--- config.mk ---
export PLATFORM = sky130hd
export DESIGN_NAME = scan_tap
export DESIGN_NICKNAME = d
export VERILOG_FILES = /design/src/core/tap_pkg.sv /design/src/core/scan_tap.sv
export SDC_FILE = /design/constraint.sdc
export NUM_CORES = 1
export LEC_CHECK = 0
export BUFFER_PORTS_ARGS = -buffer_cell sky130_fd_sc_hd__buf_2
export CAP_MARGIN = 20
export CORE_ASPECT_RATIO = 2
export CORE_MARGIN = 3
export CORE_UTILIZATION = 54
export CTS_BUF_LIST = sky130_fd_sc_hd__clkbuf_16
export CTS_CLUSTER_SIZE = 40
export DETAILED_ROUTE_END_ITERATION = 7
export GPL_ROUTABILITY_DRIVEN = 0
export PLACE_DENSITY = 0.79
export SYNTH_ARGS = -nofsm -noshare
export SYNTH_HDL_FRONTEND = slang
export SYNTH_SLANG_ARGS = --single-unit
export TNS_END_PERCENT = 30
--- constraint.sdc ---
create_clock -name clk -period 2.6 [get_ports clk]
set_clock_uncertainty 0.2 [all_clocks]
set_input_delay 0.13 -clock clk [delete_from_list [all_inputs] [get_ports clk]]
set_output_delay 0.13 -clock clk [all_outputs]
set_load 0.005 [all_outputs]
--- src/core/tap_pkg.sv ---
/*
  Constants for the boundary-scan test access logic: chain layout,
  instruction codes, reset values and the local register map.
  Assumes a single clock domain clk; the scan pins are sampled on it.
*/
package tap_pkg;

  // io blocks on the chain, in chain order from the tdo end
  localparam int N_IOB = 4;
  // which io blocks sit on a primary global clock pad
  localparam logic [N_IOB-1:0] CLK_PAD_MASK = 4'h9;

  // boundary register layout
  localparam int BIT_TDO_T = 0;
  localparam int BIT_TDO_O = 1;
  localparam int IOB_BASE = 2;
  localparam int CELLS_PER_IOB = 3;
  localparam int CELL_TRI = 0;
  localparam int CELL_OUT = 1;
  localparam int CELL_IN = 2;
  localparam int BSR_LEN = IOB_BASE + CELLS_PER_IOB * N_IOB + 1;
  localparam int BIT_UPD = BSR_LEN - 1;

  // instruction codes
  localparam int IR_LEN = 3;
  localparam logic [2:0] INS_EXTEST = 3'h0;
  localparam logic [2:0] INS_SAMPLE = 3'h1;
  localparam logic [2:0] INS_FIRST_USER_INSTRUCTION = 3'h2;
  localparam logic [2:0] INS_SECOND_USER_INSTRUCTION = 3'h3;
  localparam logic [2:0] INS_READBACK = 3'h4;
  localparam logic [2:0] INS_CONFIGURE = 3'h5;
  localparam logic [2:0] INS_RESERVED = 3'h6;
  localparam logic [2:0] INS_BYPASS = 3'h7;
  localparam logic [2:0] IR_CAPTURE = 3'h1;
  localparam logic [2:0] IR_RESET = INS_BYPASS;

  // local registers
  localparam logic [3:0] REG_CTRL = 4'h0;
  localparam logic [3:0] REG_STATUS = 4'h4;
  localparam int CTRL_KEEP_BIT = 0;
  localparam logic CTRL_KEEP_RESET = 1'h0;
  localparam int STAT_STATE_LSB = 0;
  localparam int STAT_IR_LSB = 4;
  localparam int STAT_ACTIVE_BIT = 7;

  typedef enum logic [3:0] {
    st_reset, st_idle,
    st_sel_dr, st_cap_dr, st_shift_dr, st_exit1_dr,
    st_pause_dr, st_exit2_dr, st_upd_dr,
    st_sel_ir, st_cap_ir, st_shift_ir, st_exit1_ir,
    st_pause_ir, st_exit2_ir, st_upd_ir
  } tap_state_e;

endpackage

--- src/core/scan_tap.sv ---
/*
  Boundary-scan test access port with boundary register, bypass,
  instruction decode, user scan hooks and configuration scan path.
  Assumes tck, tms, tdi and io pins arrive asynchronously and are
  sampled by clk, which runs much faster than tck.
*/
// Implementation choices: the address-and-strobe port and the register offsets.
// Function
// - three cells per io block, tdo bits partial
// - program, configuration_clock, done pins carry no cells
// - extest capture grabs every cell together
// - tdo tristate bit0, output bit1, update last
// - one-flop bypass between tdi and tdo
// - two user select outputs from decode
// - user instruction routes user scan-out to tdo
// - data register shift clock to user logic
// - nand of tck and run-test-idle out
// - three-bit instruction decode table
// - readback and configure through the scan path
// - per block: tristate, output, input order
// - tap pad outputs off, tap from pins
// - clock pads read pins, drivable by scan
// - non-clock use of clock pad overrides normally
// - pulls stay active; all up before config
// - chain order top, left, bottom, right edges
// - tap pins released after config unless kept
// - reset, update, shift state outputs to user
// - sixteen-state controller, ir, data registers
// - scan usable before config, after if kept
`timescale 1ns/1ps
`default_nettype none
module scan_tap (
  // clock and reset
  input wire logic clk,
  input wire logic rst_b,
  // scan pins
  input wire logic tck,
  input wire logic tms,
  input wire logic tdi,
  output logic tdo,
  output logic tdo_oe,
  // configuration logic
  input wire logic config_done,
  input wire logic cfg_readback_data,
  input wire logic cfg_dout,
  output logic cfg_data,
  output logic cfg_shift,
  // io blocks: pins and core side
  input wire logic [tap_pkg::N_IOB-1:0] io_pin_in,
  input wire logic [tap_pkg::N_IOB-1:0] io_core_out,
  input wire logic [tap_pkg::N_IOB-1:0] io_core_oe,
  input wire logic [tap_pkg::N_IOB-1:0] clock_pad_is_clock,
  output logic [tap_pkg::N_IOB-1:0] io_core_in,
  output logic [tap_pkg::N_IOB-1:0] io_pin_out,
  output logic [tap_pkg::N_IOB-1:0] io_pin_oe,
  // user scan hooks
  input wire logic user_scan_out_first,
  input wire logic user_scan_out_second,
  output logic user_select_first,
  output logic user_select_second,
  output logic user_shift_clock,
  output logic idle_clock_gate,
  output logic user_reset,
  output logic user_update,
  output logic user_shift,
  output logic special_update_bit,
  // pad control
  output logic tap_pad_out_disable,
  output logic tap_pins_user,
  output logic pull_up_all,
  // register port
  input wire logic [3:0] reg_addr,
  input wire logic [7:0] reg_wdata,
  input wire logic reg_wr,
  input wire logic reg_rd,
  output logic [7:0] reg_rdata
);

  localparam int N = tap_pkg::N_IOB;
  localparam int L = tap_pkg::BSR_LEN;

  function automatic logic is_dr_bsr(input logic [2:0] ins);
    is_dr_bsr = (ins == tap_pkg::INS_EXTEST) ||
                (ins == tap_pkg::INS_SAMPLE);
  endfunction

  function automatic logic is_user(input logic [2:0] ins);
    is_user = (ins == tap_pkg::INS_FIRST_USER_INSTRUCTION) ||
              (ins == tap_pkg::INS_SECOND_USER_INSTRUCTION);
  endfunction

  // pin synchronisers
  logic [2:0] pin_m;
  logic [2:0] pin_s;
  logic tck_d;
  logic [N-1:0] io_m;
  logic [N-1:0] io_s;

  always_ff @(posedge clk or negedge rst_b) begin
    if (!rst_b) begin
      pin_m <= 3'h0;
      pin_s <= 3'h0;
      tck_d <= 1'h0;
      io_m <= '0;
      io_s <= '0;
    end else begin
      pin_m <= {tck, tms, tdi};
      pin_s <= pin_m;
      tck_d <= pin_s[2];
      io_m <= io_pin_in;
      io_s <= io_m;
    end
  end

  // tap pins come straight from the pads, never from scan cells
  wire tck_s = pin_s[2];
  wire tms_s = pin_s[1];
  wire tdi_s = pin_s[0];
  wire tck_rise = tck_s & ~tck_d;
  wire tck_fall = ~tck_s & tck_d;

  // control register
  logic scan_keep;

  // scan alive before config, after it only when kept
  wire scan_active = ~config_done | scan_keep;

  // controller
  tap_pkg::tap_state_e state;
  tap_pkg::tap_state_e next_state;

  always_comb begin
    next_state = state;
    unique case (state)
      tap_pkg::st_reset:
        next_state = tms_s ? tap_pkg::st_reset : tap_pkg::st_idle;
      tap_pkg::st_idle:
        next_state = tms_s ? tap_pkg::st_sel_dr : tap_pkg::st_idle;
      tap_pkg::st_sel_dr:
        next_state = tms_s ? tap_pkg::st_sel_ir : tap_pkg::st_cap_dr;
      tap_pkg::st_cap_dr:
        next_state = tms_s ? tap_pkg::st_exit1_dr : tap_pkg::st_shift_dr;
      tap_pkg::st_shift_dr:
        next_state = tms_s ? tap_pkg::st_exit1_dr : tap_pkg::st_shift_dr;
      tap_pkg::st_exit1_dr:
        next_state = tms_s ? tap_pkg::st_upd_dr : tap_pkg::st_pause_dr;
      tap_pkg::st_pause_dr:
        next_state = tms_s ? tap_pkg::st_exit2_dr : tap_pkg::st_pause_dr;
      tap_pkg::st_exit2_dr:
        next_state = tms_s ? tap_pkg::st_upd_dr : tap_pkg::st_shift_dr;
      tap_pkg::st_upd_dr:
        next_state = tms_s ? tap_pkg::st_sel_dr : tap_pkg::st_idle;
      tap_pkg::st_sel_ir:
        next_state = tms_s ? tap_pkg::st_reset : tap_pkg::st_cap_ir;
      tap_pkg::st_cap_ir:
        next_state = tms_s ? tap_pkg::st_exit1_ir : tap_pkg::st_shift_ir;
      tap_pkg::st_shift_ir:
        next_state = tms_s ? tap_pkg::st_exit1_ir : tap_pkg::st_shift_ir;
      tap_pkg::st_exit1_ir:
        next_state = tms_s ? tap_pkg::st_upd_ir : tap_pkg::st_pause_ir;
      tap_pkg::st_pause_ir:
        next_state = tms_s ? tap_pkg::st_exit2_ir : tap_pkg::st_pause_ir;
      tap_pkg::st_exit2_ir:
        next_state = tms_s ? tap_pkg::st_upd_ir : tap_pkg::st_shift_ir;
      tap_pkg::st_upd_ir:
        next_state = tms_s ? tap_pkg::st_sel_dr : tap_pkg::st_idle;
    endcase
  end

  // a released tap is parked in reset
  always_ff @(posedge clk or negedge rst_b) begin
    if (!rst_b) begin
      state <= tap_pkg::st_reset;
    end else if (!scan_active) begin
      state <= tap_pkg::st_reset;
    end else if (tck_rise) begin
      state <= next_state;
    end
  end

  wire in_cap_dr = state == tap_pkg::st_cap_dr;
  wire in_shift_dr = state == tap_pkg::st_shift_dr;
  wire in_shift_ir = state == tap_pkg::st_shift_ir;

  // instruction register
  logic [2:0] ir_sh;
  logic [2:0] ir;

  always_ff @(posedge clk or negedge rst_b) begin
    if (!rst_b) begin
      ir_sh <= tap_pkg::IR_RESET;
      ir <= tap_pkg::IR_RESET;
    end else if (state == tap_pkg::st_reset) begin
      ir_sh <= tap_pkg::IR_RESET;
      ir <= tap_pkg::IR_RESET;
    end else begin
      if (tck_rise && state == tap_pkg::st_cap_ir)
        ir_sh <= tap_pkg::IR_CAPTURE;
      else if (tck_rise && in_shift_ir)
        ir_sh <= {tdi_s, ir_sh[2:1]};
      if (tck_fall && state == tap_pkg::st_upd_ir)
        ir <= ir_sh;
    end
  end

  // decode
  wire sel_extest = ir == tap_pkg::INS_EXTEST;
  wire sel_bsr = is_dr_bsr(ir);
  wire sel_first_user_instruction = ir == tap_pkg::INS_FIRST_USER_INSTRUCTION;
  wire sel_second_user_instruction = ir == tap_pkg::INS_SECOND_USER_INSTRUCTION;
  wire sel_rdbk = ir == tap_pkg::INS_READBACK;
  wire sel_cfg = ir == tap_pkg::INS_CONFIGURE;

  // boundary register; only io blocks, tdo bits and the update bit have cells,
  // the program, configuration_clock and done pins stay off the chain
  logic [L-1:0] bsr;
  logic [L-1:0] bsr_upd;
  logic [L-1:0] cap_vec;

  // io blocks are indexed along the ring: top edge right to left,
  // left edge down, bottom edge left to right, right edge up
  genvar g;
  generate
    for (g = 0; g < N; g++) begin : g_cell
      localparam int B = tap_pkg::IOB_BASE + tap_pkg::CELLS_PER_IOB * g;
      // tristate nearest tdo, then output, then input
      assign cap_vec[B + tap_pkg::CELL_TRI] = io_core_oe[g];
      assign cap_vec[B + tap_pkg::CELL_OUT] = io_core_out[g];
      assign cap_vec[B + tap_pkg::CELL_IN] = io_s[g];
      // clock pads in clock use feed the core from the pin only
      wire keep_pin = tap_pkg::CLK_PAD_MASK[g] & clock_pad_is_clock[g];
      wire drive_in = sel_extest & ~keep_pin;
      assign io_core_in[g] = drive_in ? bsr_upd[B + tap_pkg::CELL_IN]
                                      : io_s[g];
      // clock pads too may be driven from scan data here
      assign io_pin_out[g] = sel_extest ? bsr_upd[B + tap_pkg::CELL_OUT]
                                        : io_core_out[g];
      assign io_pin_oe[g] = sel_extest ? bsr_upd[B + tap_pkg::CELL_TRI]
                          : (sel_cfg ? 1'b0 : io_core_oe[g]);
    end
  endgenerate

  assign cap_vec[tap_pkg::BIT_TDO_T] = tdo_oe;
  assign cap_vec[tap_pkg::BIT_TDO_O] = tdo;
  assign cap_vec[tap_pkg::BIT_UPD] = bsr_upd[tap_pkg::BIT_UPD];

  always_ff @(posedge clk or negedge rst_b) begin
    if (!rst_b) begin
      bsr <= '0;
      bsr_upd <= '0;
    end else begin
      if (tck_rise && in_cap_dr && sel_bsr)
        bsr <= cap_vec;
      else if (tck_rise && in_shift_dr && sel_bsr)
        bsr <= {tdi_s, bsr[L-1:1]};
      if (tck_fall && state == tap_pkg::st_upd_dr && sel_bsr)
        bsr_upd <= bsr;
    end
  end

  // bypass
  logic bypass;

  always_ff @(posedge clk or negedge rst_b) begin
    if (!rst_b) begin
      bypass <= 1'h0;
    end else if (tck_rise && in_cap_dr) begin
      bypass <= 1'h0;
    end else if (tck_rise && in_shift_dr) begin
      bypass <= tdi_s;
    end
  end

  // tdo source
  logic dr_out;

  always_comb begin
    unique case (ir)
      tap_pkg::INS_EXTEST, tap_pkg::INS_SAMPLE:
        dr_out = bsr[0];
      tap_pkg::INS_FIRST_USER_INSTRUCTION:
        dr_out = user_scan_out_first;
      tap_pkg::INS_SECOND_USER_INSTRUCTION:
        dr_out = user_scan_out_second;
      tap_pkg::INS_READBACK:
        dr_out = cfg_readback_data;
      tap_pkg::INS_CONFIGURE:
        dr_out = cfg_dout;
      tap_pkg::INS_RESERVED, tap_pkg::INS_BYPASS:
        dr_out = bypass;
    endcase
  end

  // tdo changes on the falling tck edge, driven only while shifting
  always_ff @(posedge clk or negedge rst_b) begin
    if (!rst_b) begin
      tdo <= 1'h0;
      tdo_oe <= 1'h0;
    end else if (tck_fall) begin
      tdo <= in_shift_ir ? ir_sh[0] : dr_out;
      tdo_oe <= in_shift_dr | in_shift_ir;
    end
  end

  // configuration path
  always_ff @(posedge clk or negedge rst_b) begin
    if (!rst_b) begin
      cfg_data <= 1'h0;
      cfg_shift <= 1'h0;
    end else begin
      cfg_data <= tdi_s;
      cfg_shift <= tck_rise & in_shift_dr & (sel_cfg | sel_rdbk);
    end
  end

  // user hooks
  wire user_dr = in_cap_dr | in_shift_dr;
  wire user_any = is_user(ir);

  always_ff @(posedge clk or negedge rst_b) begin
    if (!rst_b) begin
      user_select_first <= 1'h0;
      user_select_second <= 1'h0;
      user_shift_clock <= 1'h0;
      idle_clock_gate <= 1'h1;
      user_reset <= 1'h0;
      user_update <= 1'h0;
      user_shift <= 1'h0;
    end else begin
      user_select_first <= sel_first_user_instruction;
      user_select_second <= sel_second_user_instruction;
      user_shift_clock <= tck_s & user_dr & user_any;
      idle_clock_gate <= ~(tck_s & (state == tap_pkg::st_idle));
      user_reset <= state == tap_pkg::st_reset;
      user_update <= state == tap_pkg::st_upd_dr;
      user_shift <= in_shift_dr;
    end
  end

  assign special_update_bit = bsr_upd[tap_pkg::BIT_UPD];

  // pad control; pulls are never switched off by scan
  assign tap_pad_out_disable = scan_active;
  assign tap_pins_user = ~scan_active;
  assign pull_up_all = ~config_done;

  // register port
  wire wr_ctrl = reg_wr && reg_addr == tap_pkg::REG_CTRL;

  always_ff @(posedge clk or negedge rst_b) begin
    if (!rst_b) begin
      scan_keep <= tap_pkg::CTRL_KEEP_RESET;
    end else if (wr_ctrl) begin
      scan_keep <= reg_wdata[tap_pkg::CTRL_KEEP_BIT];
    end
  end

  logic [7:0] status;

  always_comb begin
    status = 8'h00;
    status[tap_pkg::STAT_STATE_LSB +: 4] = state;
    status[tap_pkg::STAT_IR_LSB +: 3] = ir;
    status[tap_pkg::STAT_ACTIVE_BIT] = scan_active;
  end

  wire [7:0] rd_mux =
    reg_addr == tap_pkg::REG_CTRL ? {7'h00, scan_keep} :
    reg_addr == tap_pkg::REG_STATUS ? status : 8'h00;

  always_ff @(posedge clk or negedge rst_b) begin
    if (!rst_b) begin
      reg_rdata <= 8'h00;
    end else begin
      reg_rdata <= reg_rd ? rd_mux : 8'h00;
    end
  end

endmodule
`default_nettype wire

=== Word level (Yosys, flattened, before mapping) ===
Index checks and enable logic that the tools add are counted.

* Bitwise logic cells: 20
* Equality and inequality tests: 24
* Muxes and demuxes: 45
* Reduce and logical (&&, ||, !) cells: 24

{| class="wikitable"
|+ Operator list
! cell !! count
|-
| $pmux W4 S12 || 1
|-
| $eq A4 B4 Y1 const B || 8
|-
| $mux W15 || 2
|-
| $mux W4 || 6
|-
| $mux W8 || 3
|-
| $mux W1 || 22
|-
| $mux W3 || 7
|-
| $eq A4 B3 Y1 const B || 5
|-
| $eq A3 B3 Y1 const B || 4
|-
| $logic_and A1 B1 Y1 || 10
|-
| $and A1 B1 Y1 || 9
|-
| $eq A4 B2 Y1 const B || 2
|-
| $logic_not A4 Y1 || 2
|-
| $reduce_or A2 Y1 || 4
|-
| $not A1 Y1 || 7
|-
| $eq A3 B2 Y1 const B || 2
|-
| $mux W2 || 3
|-
| $pmux W1 S6 || 1
|-
| $reduce_bool A2 Y1 || 3
|-
| $eq A4 B1 Y1 const B || 1
|-
| $or A1 B1 Y1 || 4
|-
| $eq A3 B1 Y1 const B || 1
|-
| $logic_not A3 Y1 || 1
|-
| $reduce_bool A3 Y1 || 1
|-
| 3 further kinds || 4
|}

* Register bits: 76
* Word-level logic and storage cells: 137

=== Longest topological paths before layout ===
* Depth in word-level cells: 6
* Depth in mapped cells: 6
* Mapped depth without buffers: 4

=== Worst setup path after synthesis ===
No wires, ideal clock.

* Path type: register -> register
* Start: reg ir[1]
* End: reg bsr[5]
* Clock period less this slack: 1.919 ns
* Buffers on the path: 2
* Arrival time: 1.596 ns
* Cell stages (with the launch flop): 7
* Setup slack: 0.681 ns
* Setup time: 0.122 ns
* Data required time: 2.278 ns
* Cell sequence: dfstp_2 clkbuf_1 nor2_1 nand3_2 buf_2 mux2i_1 a21oi_2

* Cells in the longest elaborated chain, start to end: 4

{| class="wikitable"
|+ Ends and longest elaborated chain
! item !! line !! RTL
|-
| start: declaration || scan_tap.sv:187 || <nowiki>logic [2:0] ir;</nowiki>
|-
| start signal: assignment || scan_tap.sv:192 || <nowiki>ir <= tap_pkg::IR_RESET;</nowiki>
|-
| start signal: assignment || scan_tap.sv:195 || <nowiki>ir <= tap_pkg::IR_RESET;</nowiki>
|-
| start signal: assignment || scan_tap.sv:202 || <nowiki>ir <= ir_sh;</nowiki>
|-
| $eq A3 B1 Y1 or $logic_not A3 Y1 (tied branches) || scan_tap.sv:84, scan_tap.sv:83 ||
|-
| $logic_or A1 B1 Y1 * || scan_tap.sv:83 || <nowiki>is_dr_bsr = (ins == tap_pkg::INS_EXTEST) ||</nowiki>
|-
| $logic_and A1 B1 Y1 (on tied branches) || scan_tap.sv:252, scan_tap.sv:254 ||
|-
| $mux W15 or $reduce_bool A2 Y1 (tied branches) || - ||
|-
| end signal: assignment || scan_tap.sv:253 || <nowiki>bsr <= cap_vec;</nowiki>
|-
| end signal: assignment || scan_tap.sv:255 || <nowiki>bsr <= {tdi_s, bsr[L-1:1]};</nowiki>
|-
| end: declaration || scan_tap.sv:216 || <nowiki>logic [L-1:0] bsr;</nowiki>
|}

Mark *: on every way between the ends. The rest lies on a longest branch, timed or not.
A chain may end at the register's enable or synchronous reset.

=== Final worst setup path ===
* Start: reg state[2]
* End: reg bsr[4]

* Cells in the longest elaborated chain, start to end: 4

{| class="wikitable"
|+ Ends and longest elaborated chain
! item !! line !! RTL
|-
| start: declaration || scan_tap.sv:129 || <nowiki>tap_pkg::tap_state_e state;</nowiki>
|-
| start signal: assignment || scan_tap.sv:173 || <nowiki>state <= tap_pkg::st_reset;</nowiki>
|-
| start signal: assignment || scan_tap.sv:175 || <nowiki>state <= tap_pkg::st_reset;</nowiki>
|-
| start signal: assignment || scan_tap.sv:177 || <nowiki>state <= next_state;</nowiki>
|-
| $eq A4 B2 Y1 or $eq A4 B3 Y1 (tied branches) || scan_tap.sv:181, scan_tap.sv:182 ||
|-
| $logic_and A1 B1 Y1 (on tied branches) (2 in a row) || scan_tap.sv:252, scan_tap.sv:254 ||
|-
| $mux W15 or $reduce_bool A2 Y1 (tied branches) || - ||
|}

Several ways; a longest one is shown, not always the timed one.

==> impl_metrics.ini <==
[setup_path]
path_cells = or3b_4 -> a2111oi_4 -> buf_4 -> nor2_1 -> a21oi_2
crit_path_max_fanout = 30
crit_path_end_kind = flop
cp-start-kind = flop
path_class = flop to flop
rrSetupSlack_ps = 370
critPathRequiredTime_ps = 2650
crit_arrival_ps = 2280
critPathMaxStageDelay_ps = 540
path_delay_family = simple AND/OR/NAND/NOR gates
path_buf_inv = 1
slowest_stage = dfrtp_1

[synth]
syn_nets = 326
synth_edf_count = 0
synth-adder-area-share_pct = 0.2935
ys_types = 50
syn_inst = 286
synthesis.area_mm2 = 0.003411
syn_area_per_cell_um2 = 11.93
postSynth.asyncResetShare_pct = 100.0
synth_simple_gate_area_share_pct = 14.64
yosysWarnings = 0
muxShareOfSynthArea_pct = 15.00
ys_ff_latch = 74
synth-compound-area-share_pct = 11.26
yosys_most_used_dff = dfrtp_1
synth_seq_area_share_pct = 54.55
synth_top_family_by_area = multiplexers
synth_xor_area_share_pct = 0.2568

[timing]
rsz0062_at_grt = false
period_needed_ps = 2231
drv_slew = 0
setup_tns_ps = 0
final.period_utilization_pct = 85.82
holdWs_ps = -1.794
max_freq_ghz = 0.4482
relSlewSlack_pct = 55.27
hold_viol = 1
setup_viol = 0
worst_pin_slew_ps = 670.9

[clock_network]
cts.repair.resized = 0
postCtsSetupBuffers = 0
cts_tree = built
cts_made_buffers = 9
path_clk_slew_ps = 50
clock-sinks = 74
htree_levels = 3
cts-root-buf = clkbuf_16
cts_hold_buffers = 21
clk_latency_ps = 330
clk_path_buf_depth = 2

[floorplanning]
io_pins = 75
core_area_mm2 = 0.006056
die_height_um = 118.4
start_util_pct = 56.32
fp.dieW_um = 62.20
dieArea_mm2 = 0.007364
core.rowCount = 40

[detailed_routing]
via_count = 2530
post_drt_wl_per_cell_um = 16.10
drcViolationCount = 0
firstDrtPassIters = 5
wirelength_mm = 7.501
detail_route.vias_per_cell = 5.429
ant_nets = 0
drt_iter0_drc = 105

[pwr]
power_density_mw_per_mm2 = 591.0
cellLeakagePower_nw = 2.138
power_mw = 2.561
peakVddDrop_mv = 0.6411

[global_routing]
grt-ovfl-total = 0
grt_pass1_wl_mm = 12.68
grtUsageTotal_pct = 22.35
antenna_found_initial = 0
grt_max_degree = 47
grt_pass1_vias = 2629

[final_layout]
final_nets = 417
drive_above_1_share_pct = 37.70
area_delta_synth_final_pct = 27.04
diodes = 0

[job]
maxCapViolCount = 0

[status]
outcome = complete, but fails checks
violations = hold timing

[min_path]
worstHoldPathType = primary input to flop

[placement]
portBuffers = 65
place_hpwl_mm = 5.056
worst reg2reg max path, cell delays in order, from the launching register on:
cell and delay [ps]:
dfrtp_1 540, or3b_4 450, a2111oi_4 340, buf_4 390, nor2_1 120, a21oi_2 120
final cells by class:
| class | count | area (um^2) |
|---|---|---|
| Clock buffer | 9 | 225.2 |
| Clock inverter | 7 | 60.06 |
| Fill cell | 440 | 1723 |
| Inverter | 8 | 30.03 |
| Multi-Input combinational cell | 186 | 1414 |
| Sequential cell | 74 | 1861 |
| Tap cell | 84 | 105.1 |
| Timing Repair Buffer | 98 | 638.1 |
worst paths after layout:
| check | from | end | depth (start not counted) |
|---|---|---|---|
| max | state[2] | bsr[4] | 5 |
| min | config_done | state[2] | 4 |
| max reg2reg | state[2] | bsr[4] | 5 |
| min reg2reg | pin_m[0] | pin_s[0] | 0 |
| max in group asynchronous | rst_b | ir_sh[2] | 3 |
| min in group asynchronous | rst_b | reg_rdata[5] | 2 |
cell families after synthesis:
group	after synthesis
compound gates	52
mux	43
fa+ha+maj	1
xor+xnor	1
simple gates	89
buf+inv	26
flops	74
synthesized netlist by cell type (2+ instances only):
| cell | count | area, um^2 |
|---|---|---|
| nor3b_1 | 3 | 22.52 |
| a2111oi_0 | 2 | 17.52 |
| nand3_1 | 4 | 20.02 |
| a22oi_1 | 5 | 37.54 |
| nor2b_1 | 4 | 25.02 |
| nand3b_1 | 2 | 15.01 |
| dfrtp_1 | 67 | 1677 |
| or4_1 | 2 | 15.01 |
| buf_6 | 3 | 33.78 |
| mux2i_1 | 17 | 170.2 |
| inv_1 | 7 | 26.28 |
| mux2_2 | 15 | 168.9 |
| nor3_1 | 6 | 30.03 |
| nor2_1 | 26 | 97.59 |
| nand4_1 | 2 | 12.51 |
| clkbuf_1 | 8 | 30.03 |
| a211oi_1 | 2 | 15.01 |
| o21ai_0 | 9 | 45.04 |
| nand2b_1 | 5 | 31.28 |
| or2_2 | 2 | 12.51 |
| a21oi_2 | 10 | 87.58 |
| o211ai_1 | 5 | 37.54 |
| mux2_4 | 10 | 150.1 |
| and2_1 | 7 | 43.79 |
| nand2_1 | 16 | 60.06 |
| buf_2 | 4 | 20.02 |
| dfstp_2 | 7 | 183.9 |
| a21oi_1 | 11 | 55.05 |
| buf_4 | 3 | 22.52 |
| nand3_2 | 2 | 20.02 |
report_power, final:
part	internal (mW)	leakage, nW	switching (mW)
Clock	0.730	0.140	0.448
Combinational	0.0921	1.08	0.0907
Sequential	1.18	0.922	0.0193
state kept, by name, summed over array words and instances (netlist names), 3 cells and up:
name       flops
bsr           15
bsr_upd       13
reg_rdata      8
io_m           4
io_s           4
state          4
ir             3
ir_sh          3
pin_m          3
pin_s          3
per-layer routing:
layer	share of wire (%)	global-route usage, %	vias to the layer above
met1	36	24.15	1243
li1	-	-	1188
met4	2.0	9.557	0
met5	0	0	-
met3	4.0	4.468	14
met2	57	41.49	85
cell usage in the layout (no fill, tap or decap), drive strengths merged, types with 4 or more instances in the layout:
cell type / count
nand2: 16
inv: 8
clkbuf: 9
dfrtp: 67
mux2: 25
nor3: 6
clkinv: 5
dfstp: 7
nor2b: 4
nand3: 6
nand2b: 5
a22oi: 5
nor2: 26
dlygate4sd3: 21
buf: 77
o211ai: 5
mux2i: 17
o21ai: 9
a21oi: 21
and2: 7
metrics by stage:
stage                     instances  setup WS (ps)  cell area, um^2  util (%)
after global routing            466          225.6             4333     71.55
final                           466          368.7             4333     71.55
after detailed placement        429          421.4             3837     63.37
after floorplan                 286          681.5             3411         -
after global placement          429          475.7             3837     63.37
after CTS                       466          368.7             4333     71.55
(Power assumes the default switching activity.)
